### config.mk
export PLATFORM = sky130hd
export DESIGN_NAME = ccrz_top
export DESIGN_NICKNAME = d
export VERILOG_FILES = /design/src/inc/ccrz_pkg.sv /design/src/ccrz_timer.sv /design/src/ccrz_top.sv
export SDC_FILE = /design/constraint.sdc
export NUM_CORES = 1
export LEC_CHECK = 0
export BUFFER_PORTS_ARGS = -buffer_cell sky130_fd_sc_hd__buf_4
export CAP_MARGIN = 20
export CORE_MARGIN = 4
export CORE_UTILIZATION = 45
export DETAILED_ROUTE_END_ITERATION = 10
export GPL_TIMING_DRIVEN = 0
export PLACE_DENSITY_LB_ADDON = 0.1
export SLEW_MARGIN = 20
export SYNTH_ARGS = -nofsm -noshare
export SYNTH_HDL_FRONTEND = slang
export SYNTH_SLANG_ARGS = --single-unit
### constraint.sdc
create_clock -name MCLK -period 2.7 [get_ports MCLK]
set_input_delay 0.27 -clock MCLK [delete_from_list [all_inputs] [get_ports MCLK]]
set_output_delay 0.27 -clock MCLK [all_outputs]
set_load 0.005 [all_outputs]
### src/inc/ccrz_pkg.sv
// Purpose: constants and types for converter control register zero
// Assumes: 10 MHz module clock, AXI4-Lite register access
// Notes:   rule summary below
// Operation
// - Bit 15 powers the converter and gates which fields may be written.
// - Clearing enable aborts the running sequence and discards all results.
// - No re-enable until pending work has drained, within a bounded latency.
// - After enable, wait the recovery period before the first conversion.
// - Writing one to bit 14 starts a converter soft reset.
// - Soft reset clears overrun and error flags and idles the engine.
// - Soft reset zeroes command and result indices and list selects.
// - A severe error stops the converter until software soft-resets it.
// - Soft-reset bit ignores writes once set; hardware clears it when done.
// - Bit 13 set: conversion stops at next boundary in freeze mode.
// - Bit 12 set: conversion halts at next boundary in wait mode.
// - Enable, soft-reset, freeze, wait bits writable anytime; all readable.
// - Mode, abort-store, access path writable only if disabled or special.
// - Bits 11:10 pick internal, bus or both paths to flow control register.
// - Access path 00 none, 01 internal, 10 bus, 11 both.

package ccrz_pkg;

  // ****************************************************************
  // register map
  // ****************************************************************
  localparam int          ADDR_W   = 4;
  localparam logic [3:0]  OFF_CTL0 = 4'h0;
  localparam logic [3:0]  OFF_AUX  = 4'h4;
  localparam logic [3:0]  OFF_STS  = 4'h8;
  localparam logic [15:0] CTL0_RST = 16'h0000;

  localparam int EN_BIT   = 15;
  localparam int SR_BIT   = 14;
  localparam int FRZ_BIT  = 13;
  localparam int WAI_BIT  = 12;
  localparam int ACC_LSB  = 10;
  localparam int STR_BIT  = 9;
  localparam int MOD_BIT  = 8;
  localparam int SMOD_BIT = 0;
  localparam int STS_W    = 8;

  localparam logic [1:0] SEL_CTL  = 2'h0;
  localparam logic [1:0] SEL_AUX  = 2'h1;
  localparam logic [1:0] SEL_STS  = 2'h2;
  localparam logic [1:0] SEL_NONE = 2'h3;

  localparam logic [1:0] RESP_OKAY   = 2'h0;
  localparam logic [1:0] RESP_SLVERR = 2'h2;

  // ****************************************************************
  // timing
  // ****************************************************************
  localparam int CLK_NS      = 100;
  localparam int T_REC_NS    = 1000;
  localparam int T_DIS_NS    = 500;
  localparam int REC_CYC     = (T_REC_NS + CLK_NS - 1) / CLK_NS;
  localparam int DIS_CYC     = (T_DIS_NS / CLK_NS < 1) ? 1 : T_DIS_NS / CLK_NS;
  localparam int SRST_CYC    = 4;
  localparam int TMR_W       = 8;

  // ****************************************************************
  // types
  // ****************************************************************
  typedef struct packed {
    logic       en;
    logic       sr;
    logic       frz;
    logic       wai;
    logic [1:0] acc;
    logic       str;
    logic       mode;
    logic [7:0] rsvd;
  } ccrz_ctl_s;

  typedef struct packed {
    logic int_path;
    logic bus_path;
    logic flow_mode;
    logic store_abort;
  } ccrz_flow_s;

  typedef enum logic [2:0] {
    S_OFF, S_RECOVER, S_READY, S_BUSY, S_DRAIN, S_SRST, S_ERROR
  } ccrz_state_e;

endpackage

### src/ccrz_timer.sv
// Purpose: loadable down counter for recovery, drain and reset waits
// Assumes: load has priority over counting
// Notes:   zero is high whenever the count has run out

`timescale 1ns/1ps
`default_nettype none

module ccrz_timer #(
  parameter int W = 8
) (
  input  wire logic         clk,     // module clock
  input  wire logic         rst_n,   // async reset, low
  input  wire logic         load,    // load val this edge
  input  wire logic [W-1:0] val,     // cycles to wait
  output logic              zero     // count expired
);

  generate
    if (W < 1 || W > 16) begin : g_chk
      $error("ccrz_timer: W out of range");
    end
  endgenerate

  logic [W-1:0] cnt_q;

  assign zero = (cnt_q == '0);

  always_ff @(posedge clk or negedge rst_n) begin
    if (!rst_n) begin
      cnt_q <= '0;
    end else if (load) begin
      cnt_q <= val;
    end else if (!zero) begin
      cnt_q <= cnt_q - W'(1);
    end
  end

endmodule

`default_nettype wire

### src/ccrz_top.sv
// Purpose: converter control register zero with enable/reset sequencing
// Assumes: engine reports boundaries on CONV_DONE, errors on SEVERE_ERR
// Notes:   register word at 0x0, aux at 0x4, status at 0x8
//
// Local design decision: the AXI4-Lite interface to the registers.

`timescale 1ns/1ps
`default_nettype none

module ccrz_top #(
  parameter int REC_CYC  = ccrz_pkg::REC_CYC,
  parameter int DIS_CYC  = ccrz_pkg::DIS_CYC,
  parameter int SRST_CYC = ccrz_pkg::SRST_CYC
) (
  input  wire logic                       MCLK,          // module clock
  input  wire logic                       RST_N,         // async reset, low
  input  wire logic [ccrz_pkg::ADDR_W-1:0] S_AXI_AWADDR, // write address
  input  wire logic                       S_AXI_AWVALID, // write addr valid
  output logic                            S_AXI_AWREADY, // write addr ready
  input  wire logic [31:0]                S_AXI_WDATA,   // write data
  input  wire logic [3:0]                 S_AXI_WSTRB,   // byte enables
  input  wire logic                       S_AXI_WVALID,  // write data valid
  output logic                            S_AXI_WREADY,  // write data ready
  output logic [1:0]                      S_AXI_BRESP,   // write response
  output logic                            S_AXI_BVALID,  // response valid
  input  wire logic                       S_AXI_BREADY,  // response ready
  input  wire logic [ccrz_pkg::ADDR_W-1:0] S_AXI_ARADDR, // read address
  input  wire logic                       S_AXI_ARVALID, // read addr valid
  output logic                            S_AXI_ARREADY, // read addr ready
  output logic [31:0]                     S_AXI_RDATA,   // read data
  output logic [1:0]                      S_AXI_RRESP,   // read response
  output logic                            S_AXI_RVALID,  // read data valid
  input  wire logic                       S_AXI_RREADY,  // read data ready
  input  wire logic                       TRIG,          // launch request
  input  wire logic                       CONV_DONE,     // conversion boundary
  input  wire logic                       FREEZE_MODE,   // freeze mode active
  input  wire logic                       WAIT_MODE,     // wait mode active
  input  wire logic                       SEVERE_ERR,    // severe error pulse
  output logic                            ANALOG_EN,     // analog power on
  output logic                            CONV_START,    // start pulse
  output logic                            CONV_ABORT,    // abort, discard
  output logic                            CONV_HALT,     // held at boundary
  output logic                            SRST_CLEAR,    // clear flags/indices
  output logic                            CEASED,        // stopped by error
  output ccrz_pkg::ccrz_flow_s            FLOW           // flow control cfg
);

  localparam int TW = ccrz_pkg::TMR_W;

  generate
    if (REC_CYC < 1 || REC_CYC >= 2**TW || DIS_CYC < 1 || DIS_CYC >= 2**TW
        || SRST_CYC < 1 || SRST_CYC >= 2**TW) begin : g_chk
      $error("ccrz_top: cycle count does not fit the timer");
    end
  endgenerate

  // ****************************************************************
  // address decode
  // ****************************************************************
  function automatic logic [1:0] sel_reg(input logic [ccrz_pkg::ADDR_W-1:0] a);
    logic [1:0]                  s;
    logic [ccrz_pkg::ADDR_W-3:0] w;
    s = ccrz_pkg::SEL_NONE;
    w = a[ccrz_pkg::ADDR_W-1:2];
    if (w == ccrz_pkg::OFF_CTL0[ccrz_pkg::ADDR_W-1:2]) begin
      s = ccrz_pkg::SEL_CTL;
    end else if (w == ccrz_pkg::OFF_AUX[ccrz_pkg::ADDR_W-1:2]) begin
      s = ccrz_pkg::SEL_AUX;
    end else if (w == ccrz_pkg::OFF_STS[ccrz_pkg::ADDR_W-1:2]) begin
      s = ccrz_pkg::SEL_STS;
    end
    return s;
  endfunction

  ccrz_pkg::ccrz_ctl_s   ctl_q;
  ccrz_pkg::ccrz_ctl_s   ctl_d;
  ccrz_pkg::ccrz_state_e state_q;
  ccrz_pkg::ccrz_state_e state_d;
  logic                  smod_q;
  logic                  err_q;
  logic                  bvalid_q;
  logic [1:0]            bresp_q;
  logic                  rvalid_q;
  logic [31:0]           rdata_q;
  logic [1:0]            rresp_q;
  logic                  start_q;
  logic                  abort_q;
  logic                  halt_q;
  logic                  srclr_q;
  logic                  start_d;
  logic                  abort_d;
  logic                  tmr_zero;
  logic                  tmr_load;
  logic [TW-1:0]         tmr_val;

  wire             wr_fire  = S_AXI_AWVALID & S_AXI_WVALID & ~bvalid_q;
  wire             rd_fire  = S_AXI_ARVALID & ~rvalid_q;
  wire [1:0]       wr_sel   = sel_reg(S_AXI_AWADDR);
  wire [1:0]       rd_sel   = sel_reg(S_AXI_ARADDR);
  wire             wr_ctl   = wr_fire & (wr_sel == ccrz_pkg::SEL_CTL)
                              & S_AXI_WSTRB[1];
  wire             wr_aux   = wr_fire & (wr_sel == ccrz_pkg::SEL_AUX)
                              & S_AXI_WSTRB[0];
  wire [15:0]      wdat     = S_AXI_WDATA[15:0];
  wire             prot_ok  = ~ctl_q.en | smod_q;
  wire             halt_frz = FREEZE_MODE & ctl_q.frz;
  wire             halt_wai = WAIT_MODE & ctl_q.wai;
  wire             halt_req = halt_frz | halt_wai;
  wire             srst_go  = (state_d == ccrz_pkg::S_SRST)
                              & (state_q != ccrz_pkg::S_SRST);
  wire             srst_end = (state_q == ccrz_pkg::S_SRST) & tmr_zero;
  wire [ccrz_pkg::STS_W-1:0] sts_word = {
    state_q == ccrz_pkg::S_RECOVER, state_q == ccrz_pkg::S_DRAIN,
    state_q == ccrz_pkg::S_SRST,    err_q,
    halt_q,                         state_q == ccrz_pkg::S_BUSY,
    state_q == ccrz_pkg::S_READY,   ctl_q.en};
  wire [31:0]      rd_mux   =
    (rd_sel == ccrz_pkg::SEL_CTL) ? {16'h0000, ctl_q} :
    (rd_sel == ccrz_pkg::SEL_AUX) ? {31'h00000000, smod_q} :
    (rd_sel == ccrz_pkg::SEL_STS) ? {{(32-ccrz_pkg::STS_W){1'b0}}, sts_word} :
                                    32'h00000000;

  // ****************************************************************
  // control register next value
  // ****************************************************************
  always_comb begin
    ctl_d = ctl_q;
    if (wr_ctl) begin
      ctl_d.en  = wdat[ccrz_pkg::EN_BIT];
      ctl_d.frz = wdat[ccrz_pkg::FRZ_BIT];
      ctl_d.wai = wdat[ccrz_pkg::WAI_BIT];
      if (!ctl_q.sr && wdat[ccrz_pkg::SR_BIT]) begin
        ctl_d.sr = 1'b1;
      end
      if (prot_ok) begin
        ctl_d.acc  = wdat[ccrz_pkg::ACC_LSB +: 2];
        ctl_d.str  = wdat[ccrz_pkg::STR_BIT];
        ctl_d.mode = wdat[ccrz_pkg::MOD_BIT];
      end
    end
    if (srst_end) begin
      ctl_d.sr = 1'b0;
    end
    ctl_d.rsvd = 8'h00;
  end

  // ****************************************************************
  // sequencing
  // ****************************************************************
  always_comb begin
    state_d = state_q;
    start_d = 1'b0;
    abort_d = 1'b0;
    case (state_q)
      ccrz_pkg::S_OFF: begin
        if (ctl_q.sr) begin
          state_d = ccrz_pkg::S_SRST;
        end else if (err_q) begin
          state_d = ccrz_pkg::S_ERROR;
        end else if (ctl_q.en) begin
          state_d = ccrz_pkg::S_RECOVER;
        end
      end
      ccrz_pkg::S_RECOVER, ccrz_pkg::S_READY, ccrz_pkg::S_BUSY: begin
        if (ctl_q.sr) begin
          state_d = ccrz_pkg::S_SRST;
          abort_d = (state_q == ccrz_pkg::S_BUSY);
        end else if (err_q) begin
          state_d = ccrz_pkg::S_ERROR;
          abort_d = (state_q == ccrz_pkg::S_BUSY);
        end else if (!ctl_q.en) begin
          state_d = ccrz_pkg::S_DRAIN;
          abort_d = (state_q == ccrz_pkg::S_BUSY);
        end else if (state_q == ccrz_pkg::S_RECOVER) begin
          if (tmr_zero) begin
            state_d = ccrz_pkg::S_READY;
          end
        end else if (state_q == ccrz_pkg::S_READY) begin
          // halt only bites here, so halt never cuts a running conversion short
          if (TRIG && !halt_req) begin
            state_d = ccrz_pkg::S_BUSY;
            start_d = 1'b1;
          end
        end else if (CONV_DONE) begin
          state_d = ccrz_pkg::S_READY;
        end
      end
      ccrz_pkg::S_DRAIN: begin
        if (ctl_q.sr) begin
          state_d = ccrz_pkg::S_SRST;
        end else if (tmr_zero) begin
          state_d = ccrz_pkg::S_OFF;
        end
      end
      ccrz_pkg::S_SRST: begin
        if (tmr_zero) begin
          state_d = ccrz_pkg::S_OFF;
        end
      end
      ccrz_pkg::S_ERROR: begin
        if (ctl_q.sr) begin
          state_d = ccrz_pkg::S_SRST;
        end
      end
      default: begin
        state_d = ccrz_pkg::S_OFF;
      end
    endcase
  end

  // a wait is loaded once, on entry to the state that needs it
  assign tmr_load = (state_d != state_q) &
                    ((state_d == ccrz_pkg::S_RECOVER) |
                     (state_d == ccrz_pkg::S_DRAIN) |
                     (state_d == ccrz_pkg::S_SRST));
  assign tmr_val  = (state_d == ccrz_pkg::S_RECOVER) ? TW'(REC_CYC) :
                    (state_d == ccrz_pkg::S_DRAIN)   ? TW'(DIS_CYC) :
                                                       TW'(SRST_CYC);

  ccrz_timer #(
    .W     (TW)
  ) u_timer (
    .clk   (MCLK),
    .rst_n (RST_N),
    .load  (tmr_load),
    .val   (tmr_val),
    .zero  (tmr_zero)
  );

  // ****************************************************************
  // registers
  // ****************************************************************
  always_ff @(posedge MCLK or negedge RST_N) begin
    if (!RST_N) begin
      ctl_q   <= ccrz_pkg::CTL0_RST;
      smod_q  <= 1'b0;
      err_q   <= 1'b0;
      state_q <= ccrz_pkg::S_OFF;
      start_q <= 1'b0;
      abort_q <= 1'b0;
      halt_q  <= 1'b0;
      srclr_q <= 1'b0;
    end else begin
      ctl_q   <= ctl_d;
      smod_q  <= wr_aux ? S_AXI_WDATA[ccrz_pkg::SMOD_BIT] : smod_q;
      err_q   <= SEVERE_ERR | (err_q & ~srst_go);
      state_q <= state_d;
      start_q <= start_d;
      abort_q <= abort_d;
      halt_q  <= halt_req & (state_q == ccrz_pkg::S_READY);
      srclr_q <= srst_go;
    end
  end

  always_ff @(posedge MCLK or negedge RST_N) begin
    if (!RST_N) begin
      bvalid_q <= 1'b0;
      bresp_q  <= ccrz_pkg::RESP_OKAY;
    end else if (wr_fire) begin
      bvalid_q <= 1'b1;
      bresp_q  <= (wr_sel == ccrz_pkg::SEL_NONE) ? ccrz_pkg::RESP_SLVERR
                                                 : ccrz_pkg::RESP_OKAY;
    end else if (S_AXI_BREADY) begin
      bvalid_q <= 1'b0;
    end
  end

  always_ff @(posedge MCLK or negedge RST_N) begin
    if (!RST_N) begin
      rvalid_q <= 1'b0;
      rdata_q  <= 32'h00000000;
      rresp_q  <= ccrz_pkg::RESP_OKAY;
    end else if (rd_fire) begin
      rvalid_q <= 1'b1;
      rdata_q  <= rd_mux;
      rresp_q  <= (rd_sel == ccrz_pkg::SEL_NONE) ? ccrz_pkg::RESP_SLVERR
                                                 : ccrz_pkg::RESP_OKAY;
    end else if (S_AXI_RREADY) begin
      rvalid_q <= 1'b0;
    end
  end

  // ****************************************************************
  // outputs
  // ****************************************************************
  assign S_AXI_AWREADY   = wr_fire;
  assign S_AXI_WREADY    = wr_fire;
  assign S_AXI_BVALID    = bvalid_q;
  assign S_AXI_BRESP     = bresp_q;
  assign S_AXI_ARREADY   = rd_fire;
  assign S_AXI_RVALID    = rvalid_q;
  assign S_AXI_RDATA     = rdata_q;
  assign S_AXI_RRESP     = rresp_q;
  assign ANALOG_EN       = ctl_q.en;
  assign CONV_START      = start_q;
  assign CONV_ABORT      = abort_q;
  assign CONV_HALT       = halt_q;
  assign SRST_CLEAR      = srclr_q;
  assign CEASED          = err_q;
  assign FLOW            = {ctl_q.acc[0], ctl_q.acc[1],
                            ctl_q.mode, ctl_q.str};

  // ****************************************************************
  // assertions
  // ****************************************************************
  a_sr_sticky: assert property (@(posedge MCLK) disable iff (!RST_N)
    ctl_q.sr && !srst_end |=> ctl_q.sr)
    else $error("soft reset bit dropped early");

  a_abort_off: assert property (@(posedge MCLK) disable iff (!RST_N)
    state_q == ccrz_pkg::S_BUSY && !ctl_q.en && !ctl_q.sr && !err_q
    |=> abort_q && state_q == ccrz_pkg::S_DRAIN)
    else $error("disable did not abort conversion");

  a_drain_hold: assert property (@(posedge MCLK) disable iff (!RST_N)
    state_q == ccrz_pkg::S_DRAIN && !tmr_zero
    |=> state_q != ccrz_pkg::S_RECOVER && state_q != ccrz_pkg::S_OFF)
    else $error("re-enabled before drain finished");

  a_start_ready: assert property (@(posedge MCLK) disable iff (!RST_N)
    start_q |-> $past(state_q) == ccrz_pkg::S_READY && $past(TRIG))
    else $error("start outside ready state");

  a_srst_clear: assert property (@(posedge MCLK) disable iff (!RST_N)
    $rose(ctl_q.sr) |-> ##[1:2] srclr_q)
    else $error("soft reset clear pulse missing");

  a_srst_idle: assert property (@(posedge MCLK) disable iff (!RST_N)
    srst_end |=> state_q == ccrz_pkg::S_OFF && !ctl_q.sr)
    else $error("soft reset did not return to idle");

  a_err_cease: assert property (@(posedge MCLK) disable iff (!RST_N)
    err_q |=> !start_q)
    else $error("conversion started after severe error");

  a_frz_halt: assert property (@(posedge MCLK) disable iff (!RST_N)
    halt_frz && state_q == ccrz_pkg::S_READY |=> !start_q && halt_q)
    else $error("freeze halt not honoured");

  a_wai_halt: assert property (@(posedge MCLK) disable iff (!RST_N)
    halt_wai && state_q == ccrz_pkg::S_READY |=> !start_q && halt_q)
    else $error("wait halt not honoured");

  a_any_write: assert property (@(posedge MCLK) disable iff (!RST_N)
    wr_ctl |=> ctl_q.en == $past(wdat[ccrz_pkg::EN_BIT])
           && ctl_q.frz == $past(wdat[ccrz_pkg::FRZ_BIT]))
    else $error("anytime bits not written");

  a_prot_write: assert property (@(posedge MCLK) disable iff (!RST_N)
    wr_ctl && ctl_q.en && !smod_q
    |=> ctl_q.acc == $past(ctl_q.acc) && ctl_q.mode == $past(ctl_q.mode))
    else $error("protected field changed while enabled");

  a_path_code: assert property (@(posedge MCLK) disable iff (!RST_N)
    wr_ctl && prot_ok
    |=> FLOW.bus_path == $past(wdat[ccrz_pkg::ACC_LSB + 1])
     && FLOW.int_path == $past(wdat[ccrz_pkg::ACC_LSB]))
    else $error("access path decode wrong");

endmodule

`default_nettype wire

==> qor.yml, run 1 <==
yosys:
  yosys-top-cells-area: "dfrtp_1 (44%), buf_4 (6.8%), a22o_1 (4.5%), mux2_2 (3.1%), nand2_1 (2.5%)"
  ys_ff_latch: 45
  syn_area_um2: 2530
  yosys.area_share.simple_pct: 18.0
  ys_top_cells_by_count: "dfrtp_1 (45), buf_4 (23), nand2_1 (17)"
  seq_area_frac_synth_pct: 44.5
  synth.avg_cell_area_um2: 10.4
  synth_compound_area_share_pct: 19.5
  synth_edf_count: 0
  synth_top_family_by_area: "compound AO/OA/AOI/OAI gates"
  synth_fa_ha_area_share_pct: 0.989
  yosys.area.top_type: "dfrtp_1"
  ys_types: 59
  async_flop_share_pct: 100
  synthXorXnorAreaFrac_pct: 2.08
  synthCells: 243
  muxShareOfSynthArea_pct: 3.11
  synth_top_area_share_pct: 44.5
  yosys_warnings: 0
  synth_most_common_cell: "dfrtp_1"
  ys.flop_type: "dfrtp_1"
cells_and_area:
  final_nets: 385
  antenna_cells: 0
  fill_cells: 504
  syn2layout_area_growth_pct: 27.2
  drive_gt1_share_pct: 36.6
  finalInstanceArea_um2: 3220
  finalNonFillerCells: 400
floorplan:
  io_pins: 107
  core_um2: 5470
  die_area_um2: 6890
  die_h_um: 83
  fp-row-count: 27
  start_util_pct: 46.3
  die_w_um: 83
cts:
  clock_latency_ps: 290
  root_buffer: "clkbuf_8"
  postCtsResizedCells: 0
  cts.clk_slew.worst_paths_ps: 90
  cts_sinks: 45
  cts_inserted_buffers: 5
  htree_levels: 2
  cts_tree: "done"
  cts.path.max_buffers: 2
critical_path:
  critPathArrivalTime_ps: 2580
  crit_start: "u_timer.cnt_q[0]"
  cp_cell_sequence: "inv_1, ha_1, nor3b_1, nand4_1, a31oi_4, nand2_1, a311oi_2, nor2_1"
  slowest_delay_ps: 460
  critical-path-top-delay-family: "simple AND/OR/NAND/NOR gates"
  r2r_end: "u_timer.cnt_q[4]"
  worst_setup_path_end_kind: "flop"
  cpMaxStageDelayCell: "a311oi_2"
  crit_type: "reg2reg"
  worstReg2RegStart: "u_timer.cnt_q[0]"
  required_ps: 2870
  worstRegToRegCells: 8
  rrSetupSlack_ps: 290
  path_buf_inv: 1
  cp_max_fo: 8
  cp-start-kind: "flop"
worst_hold_path:
  hold_path_end: "S_AXI_RVALID"
  hp-class: "in2reg"
  whs_path_depth: 2
  min_from: "S_AXI_RREADY"
power:
  p_leak_nw: 1.61
  ir_worst_vdd_v: 0.000627
  pwr_density_cell_nw_per_um2: 908
flow_run:
  maxCapViolations: 0
sta:
  timing.final.max_slew_violations: 0
  rsz0062_at_grt: "false"
  finalCritPeriodShare_pct: 89.3
  fin_ws_ps: 288
  setup_viol_count_final: 0
  finalClockSkew_ps: 8.97
  fin_crit_ps: 2410
  max-slew-margin-rel_pct: 39.8
  tightest_slew_ps: 896
  tns_ps: 0
  timing.final.hold_violations: 0
  fmax_mhz: 415
global_route:
  track_usage_pct: 17.6
  grt_pass1_vias: 2015
  grt_max_degree: 46
  grt_pass1_wl_um: 9920
  antenna_found_initial: 0
  gr-total-overflow: 0
placed_design:
  dp.final_hpwl_um: 4480
  io_buffer_count: 59
  dp_cells: 391
  gp_congestion: 0.841
  dp_slack_ps: 323
  dpl-instance-area_um2: 3130
drt:
  drc: 0
  routed_wl_um: 5820
  ant_nets: 0
  drt-initial-drc-count: 144
  num_vias: 2005
  drt_pass1_iterations: 4
  wl_per_cell_um: 14.6
  viasPerCell: 5.01
outcome:
  outcome: "finished, final reports clean"
cells in the final DEF (no fill, tap or decap), types with 8 or more instances in the layout:
cell	netlist	layout
nand3_1	8	8
clkbuf_8	4	9
buf_4	23	82
inv_1	13	13
o21ai_0	10	10
a21oi_1	10	10
a22o_1	13	13
dfrtp_1	45	45
nor2_1	16	16
nand2_1	17	17
conb_1	1	18
sequential cells by signal (all words and copies together) (netlist names):
| signal | cells |
|---|---|
| ctl_q | 3 |
| SRST_CLEAR | 1 |
| smod_q | 1 |
| state_q | 3 |
| S_AXI_BRESP | 1 |
| u_timer.cnt_q | 8 |
| S_AXI_RVALID | 1 |
| CONV_HALT | 1 |
| S_AXI_RDATA | 16 |
| S_AXI_BVALID | 1 |
| CONV_START | 1 |
| CEASED | 1 |
| CONV_ABORT | 1 |
| ANALOG_EN | 1 |
| S_AXI_RRESP | 1 |
| FLOW | 4 |
where the power goes:
| group | leakage, nW | switching [mW] | internal [mW] | total, mW |
|---|---|---|---|---|
| Combinational | 0.980 | 0.833 | 0.718 | 1.55 |
| Sequential | 0.586 | 0.140 | 0.828 | 0.968 |
| Clock | 0.0450 | 0.227 | 0.180 | 0.407 |
final cells by class:
cell class	count	area [µm²]	share of cell area (%)
multi-input combinational	172	1170	36.4
sequential	45	1130	35.0
timing repair buffer	60	453	14.1
buffer	30	246	7.65
tap	72	90.1	2.80
clock buffer	6	72.6	2.25
inverter	13	48.8	1.52
clock inverter	2	10.0	0.311
cell families (layout without fill, tap and decap cells):
family,Yosys count,in the layout
flops,45,45
mux,7,7
other cells,1,18
xor+xnor,6,6
compound gates,62,62
simple gates,77,77
fa+ha+maj,2,2
buf+inv,43,111
per-stage QoR:
step           util (%)  total power [mW]  hold WS, ps
2_1_floorplan         -              2.09        -25.6
3_3_place_gp       57.2              2.50          308
3_5_place_dp       57.2              2.52          306
4_1_cts            58.8              2.94          145
5_1_grt            58.8              3.15          163
6_report           58.8              2.93          150
routing by layer:
metal  GRT usage (%)  vias up  routed length, µm  share of wire, %
li1                -      999                  -                 -
met4            5.05        0                 77               1.3
met5               0        -                  0                 0
met2            28.1       48               2780                48
met3            4.96        7                293               5.0
met1            23.4      951               2670                46
worst max path at each step:
| stage | slack, ps | cells after the start | to |
|---|---|---|---|
| 2_1_floorplan | 680 | 8 | u_timer.cnt_q[4] |
| 3_3_place_gp | 320 | 8 | u_timer.cnt_q[4] |
| 3_5_place_dp | 320 | 8 | u_timer.cnt_q[4] |
| 4_1_cts | 280 | 8 | u_timer.cnt_q[4] |
| 5_1_grt | 3 | 8 | u_timer.cnt_q[5] |
| 6_report | 290 | 8 | u_timer.cnt_q[4] |
repair_timing:
action,CTS,global route
hold buffers,1,0
endpoints found under the hold margin,45,0
setup buffers,0,0
Power figures use the tool's default switching activity.
==> run 2: changes to the inputs <==
CORE_UTILIZATION = 48   (was 45)
==> run 2 against run 1 <==
Cell count shrank 0.75%. First-iteration DRC count down 15%. Design area rose by 0.16%. Power rose by 0.73%. Utilization increased by 4.3 points. Clock skew is 5.3 ps higher. Die area fell by 5.7%. Maximum frequency fell by 1.1%. Hold slack worse by 4.0 ps. Largest power group unchanged.
==> qor.yml, run 2 (synthesis results as in run 1) <==
global_route:
  gr-total-overflow: 0
  track_usage_pct: 19.6
  grt_max_degree: 46
  grt_pass1_vias: 1968
  grt_pass1_wl_um: 9740
  antenna_found_initial: 0
cells_and_area:
  syn2layout_area_growth_pct: 27.4
  largest_reg_flops: 16
  final_nets: 385
  drive_gt1_share_pct: 36.7
  final_common_cell: "buf_4"
  antenna_cells: 0
  finalInstanceArea_um2: 3230
  final_cell_mix: "buf_4 (82), dfrtp_1 (45), conb_1 (18)"
sta:
  tns_ps: 0
  finalClockSkew_ps: 14.2
  rsz0062_at_grt: "false"
  fmax_mhz: 410
  timing.final.hold_violations: 0
  tightest_slew_ps: 855
  fin_crit_ps: 2440
  setup_viol_count_final: 0
  max-slew-margin-rel_pct: 42.6
  timing.final.max_slew_violations: 0
  finalCritPeriodShare_pct: 90.4
worst_hold_path:
  hp-class: "in2reg"
drt:
  drt_pass1_iterations: 4
  ant_nets: 0
  routed_wl_um: 5920
  highest_layer: "met4"
  drc: 0
  dr_wl_met2_um: 2980
  dr_wl_met3_um: 337
  num_vias: 2010
  wl_per_cell_um: 14.9
  drt-met1-wl_um: 2520
  drt-initial-drc-count: 123
  viasPerCell: 5.06
critical_path:
  cp_cell_sequence: "inv_1, ha_1, nor3b_1, nand4_1, a31oi_4, nand2_1, a311oi_2, nor2_1"
  crit_type: "reg2reg"
  worst_setup_path_end_kind: "flop"
  critical-path-top-delay-family: "simple AND/OR/NAND/NOR gates"
  path_buf_inv: 1
  cp_max_fo: 8
  critPathArrivalTime_ps: 2620
  cp-start-kind: "flop"
  slowest_delay_ps: 440
  required_ps: 2880
  cpMaxStageDelayCell: "dfrtp_1"
floorplan:
  io_pins: 107
  die_w_um: 80.6
  start_util_pct: 49.6
  die_area_um2: 6500
  core_um2: 5110
  die_h_um: 80.6
  fp-row-count: 26
power:
  ir_worst_vdd_v: 0.000489
  p_clk_share_pct: 14.4
  power_switching_mw: 1.20
  p_leak_nw: 1.61
  switching_share_pct: 40.7
  seqPwrFrac_pct: 33.2
  pwr_density_cell_nw_per_um2: 914
  total_power_mw: 2.95
  internal_power_mw: 1.75
  combinationalPowerShare_pct: 52.4
cts:
  clock_latency_ps: 300
  cts_tree: "done"
  cts.clk_slew.worst_paths_ps: 90
  postCtsResizedCells: 0
  cts_sinks: 45
  root_buffer: "clkbuf_8"
  cts_inserted_buffers: 5
  htree_levels: 2
  cts.path.max_buffers: 2
placed_design:
  gp_congestion: 0.881
  io_buffer_count: 59
  dp.final_hpwl_um: 4470
  dpl-instance-area_um2: 3130
outcome:
  outcome: "finished, final reports clean"
flow_run:
  maxCapViolations: 0
## run 2: changes by cell type in the layout (fill, tap and decap cells not counted)
cell        change
clkinv_2        -2
clkbuf_1        -1
clkbuf_8        +1
clkinvlp_4      +1
## run 2: final cells by class
| cell class | count | area (µm²) |
|---|---|---|
| buffer | 30 | 246 |
| clock inverter | 1 | 7.51 |
| timing repair buffer | 60 | 453 |
| tap | 70 | 87.6 |
| sequential | 45 | 1130 |
| clock buffer | 6 | 82.6 |
| fill | 454 | 1880 |
| inverter | 13 | 48.8 |
| multi-input combinational | 172 | 1170 |
## run 2: routing by layer
| layer | track usage [%] | vias to the layer above |
|---|---|---|
| met5 | 0 | - |
| met4 | 6.59 | 0 |
| met3 | 3.59 | 7 |
| met2 | 34.0 | 58 |
| met1 | 24.4 | 950 |
| li1 | - | 995 |
## run 2: timing repair
item | in CTS | in global routing
endpoints found under the hold margin | 45 | 0
setup buffers | 0 | 0
hold buffers | 1 | 0
## run 2: stage by stage
step	utilization [%]	hold slack, ps	instances	setup WS, ps
global route	63.2	162	397	46.6
floorplan	-	-25.6	260	681
detailed placement	61.2	306	389	339
global placement	61.2	308	389	342
finish	63.2	146	397	260
CTS	63.2	143	397	295
## run 2: worst reg2reg max path: stages (launching register included)
cell and delay, ps:
dfrtp_1 440, inv_1 100, ha_1 180, nor3b_1 410
nand4_1 220, a31oi_4 330, nand2_1 110, a311oi_2 440
nor2_1 100
## run 2: power groups by stage
stage / clock [mW] / sequential (mW) / combinational, mW
floorplan: 0 / 0.955 / 1.13
global placement: 0 / 0.981 / 1.51
detailed placement: 0 / 0.991 / 1.53
CTS: 0.439 / 0.976 / 1.55
global route: 0.466 / 1.00 / 1.73
finish: 0.425 / 0.977 / 1.54
## run 2: path summary, 6_finish.rpt
check	startpoint	to	slack [ps]	depth (start not counted)
worst max-delay path	u_timer.cnt_q[0]	u_timer.cnt_q[4]	260	8
worst min-delay path	S_AXI_BREADY	S_AXI_BVALID	150	2
worst max register to register	u_timer.cnt_q[0]	u_timer.cnt_q[4]	260	8
worst min register to register	S_AXI_RRESP[1]	S_AXI_RRESP[1]	500	2
max in group asynchronous	RST_N	S_AXI_RDATA[1]	1810	2
min in group asynchronous	RST_N	S_AXI_RVALID	510	2
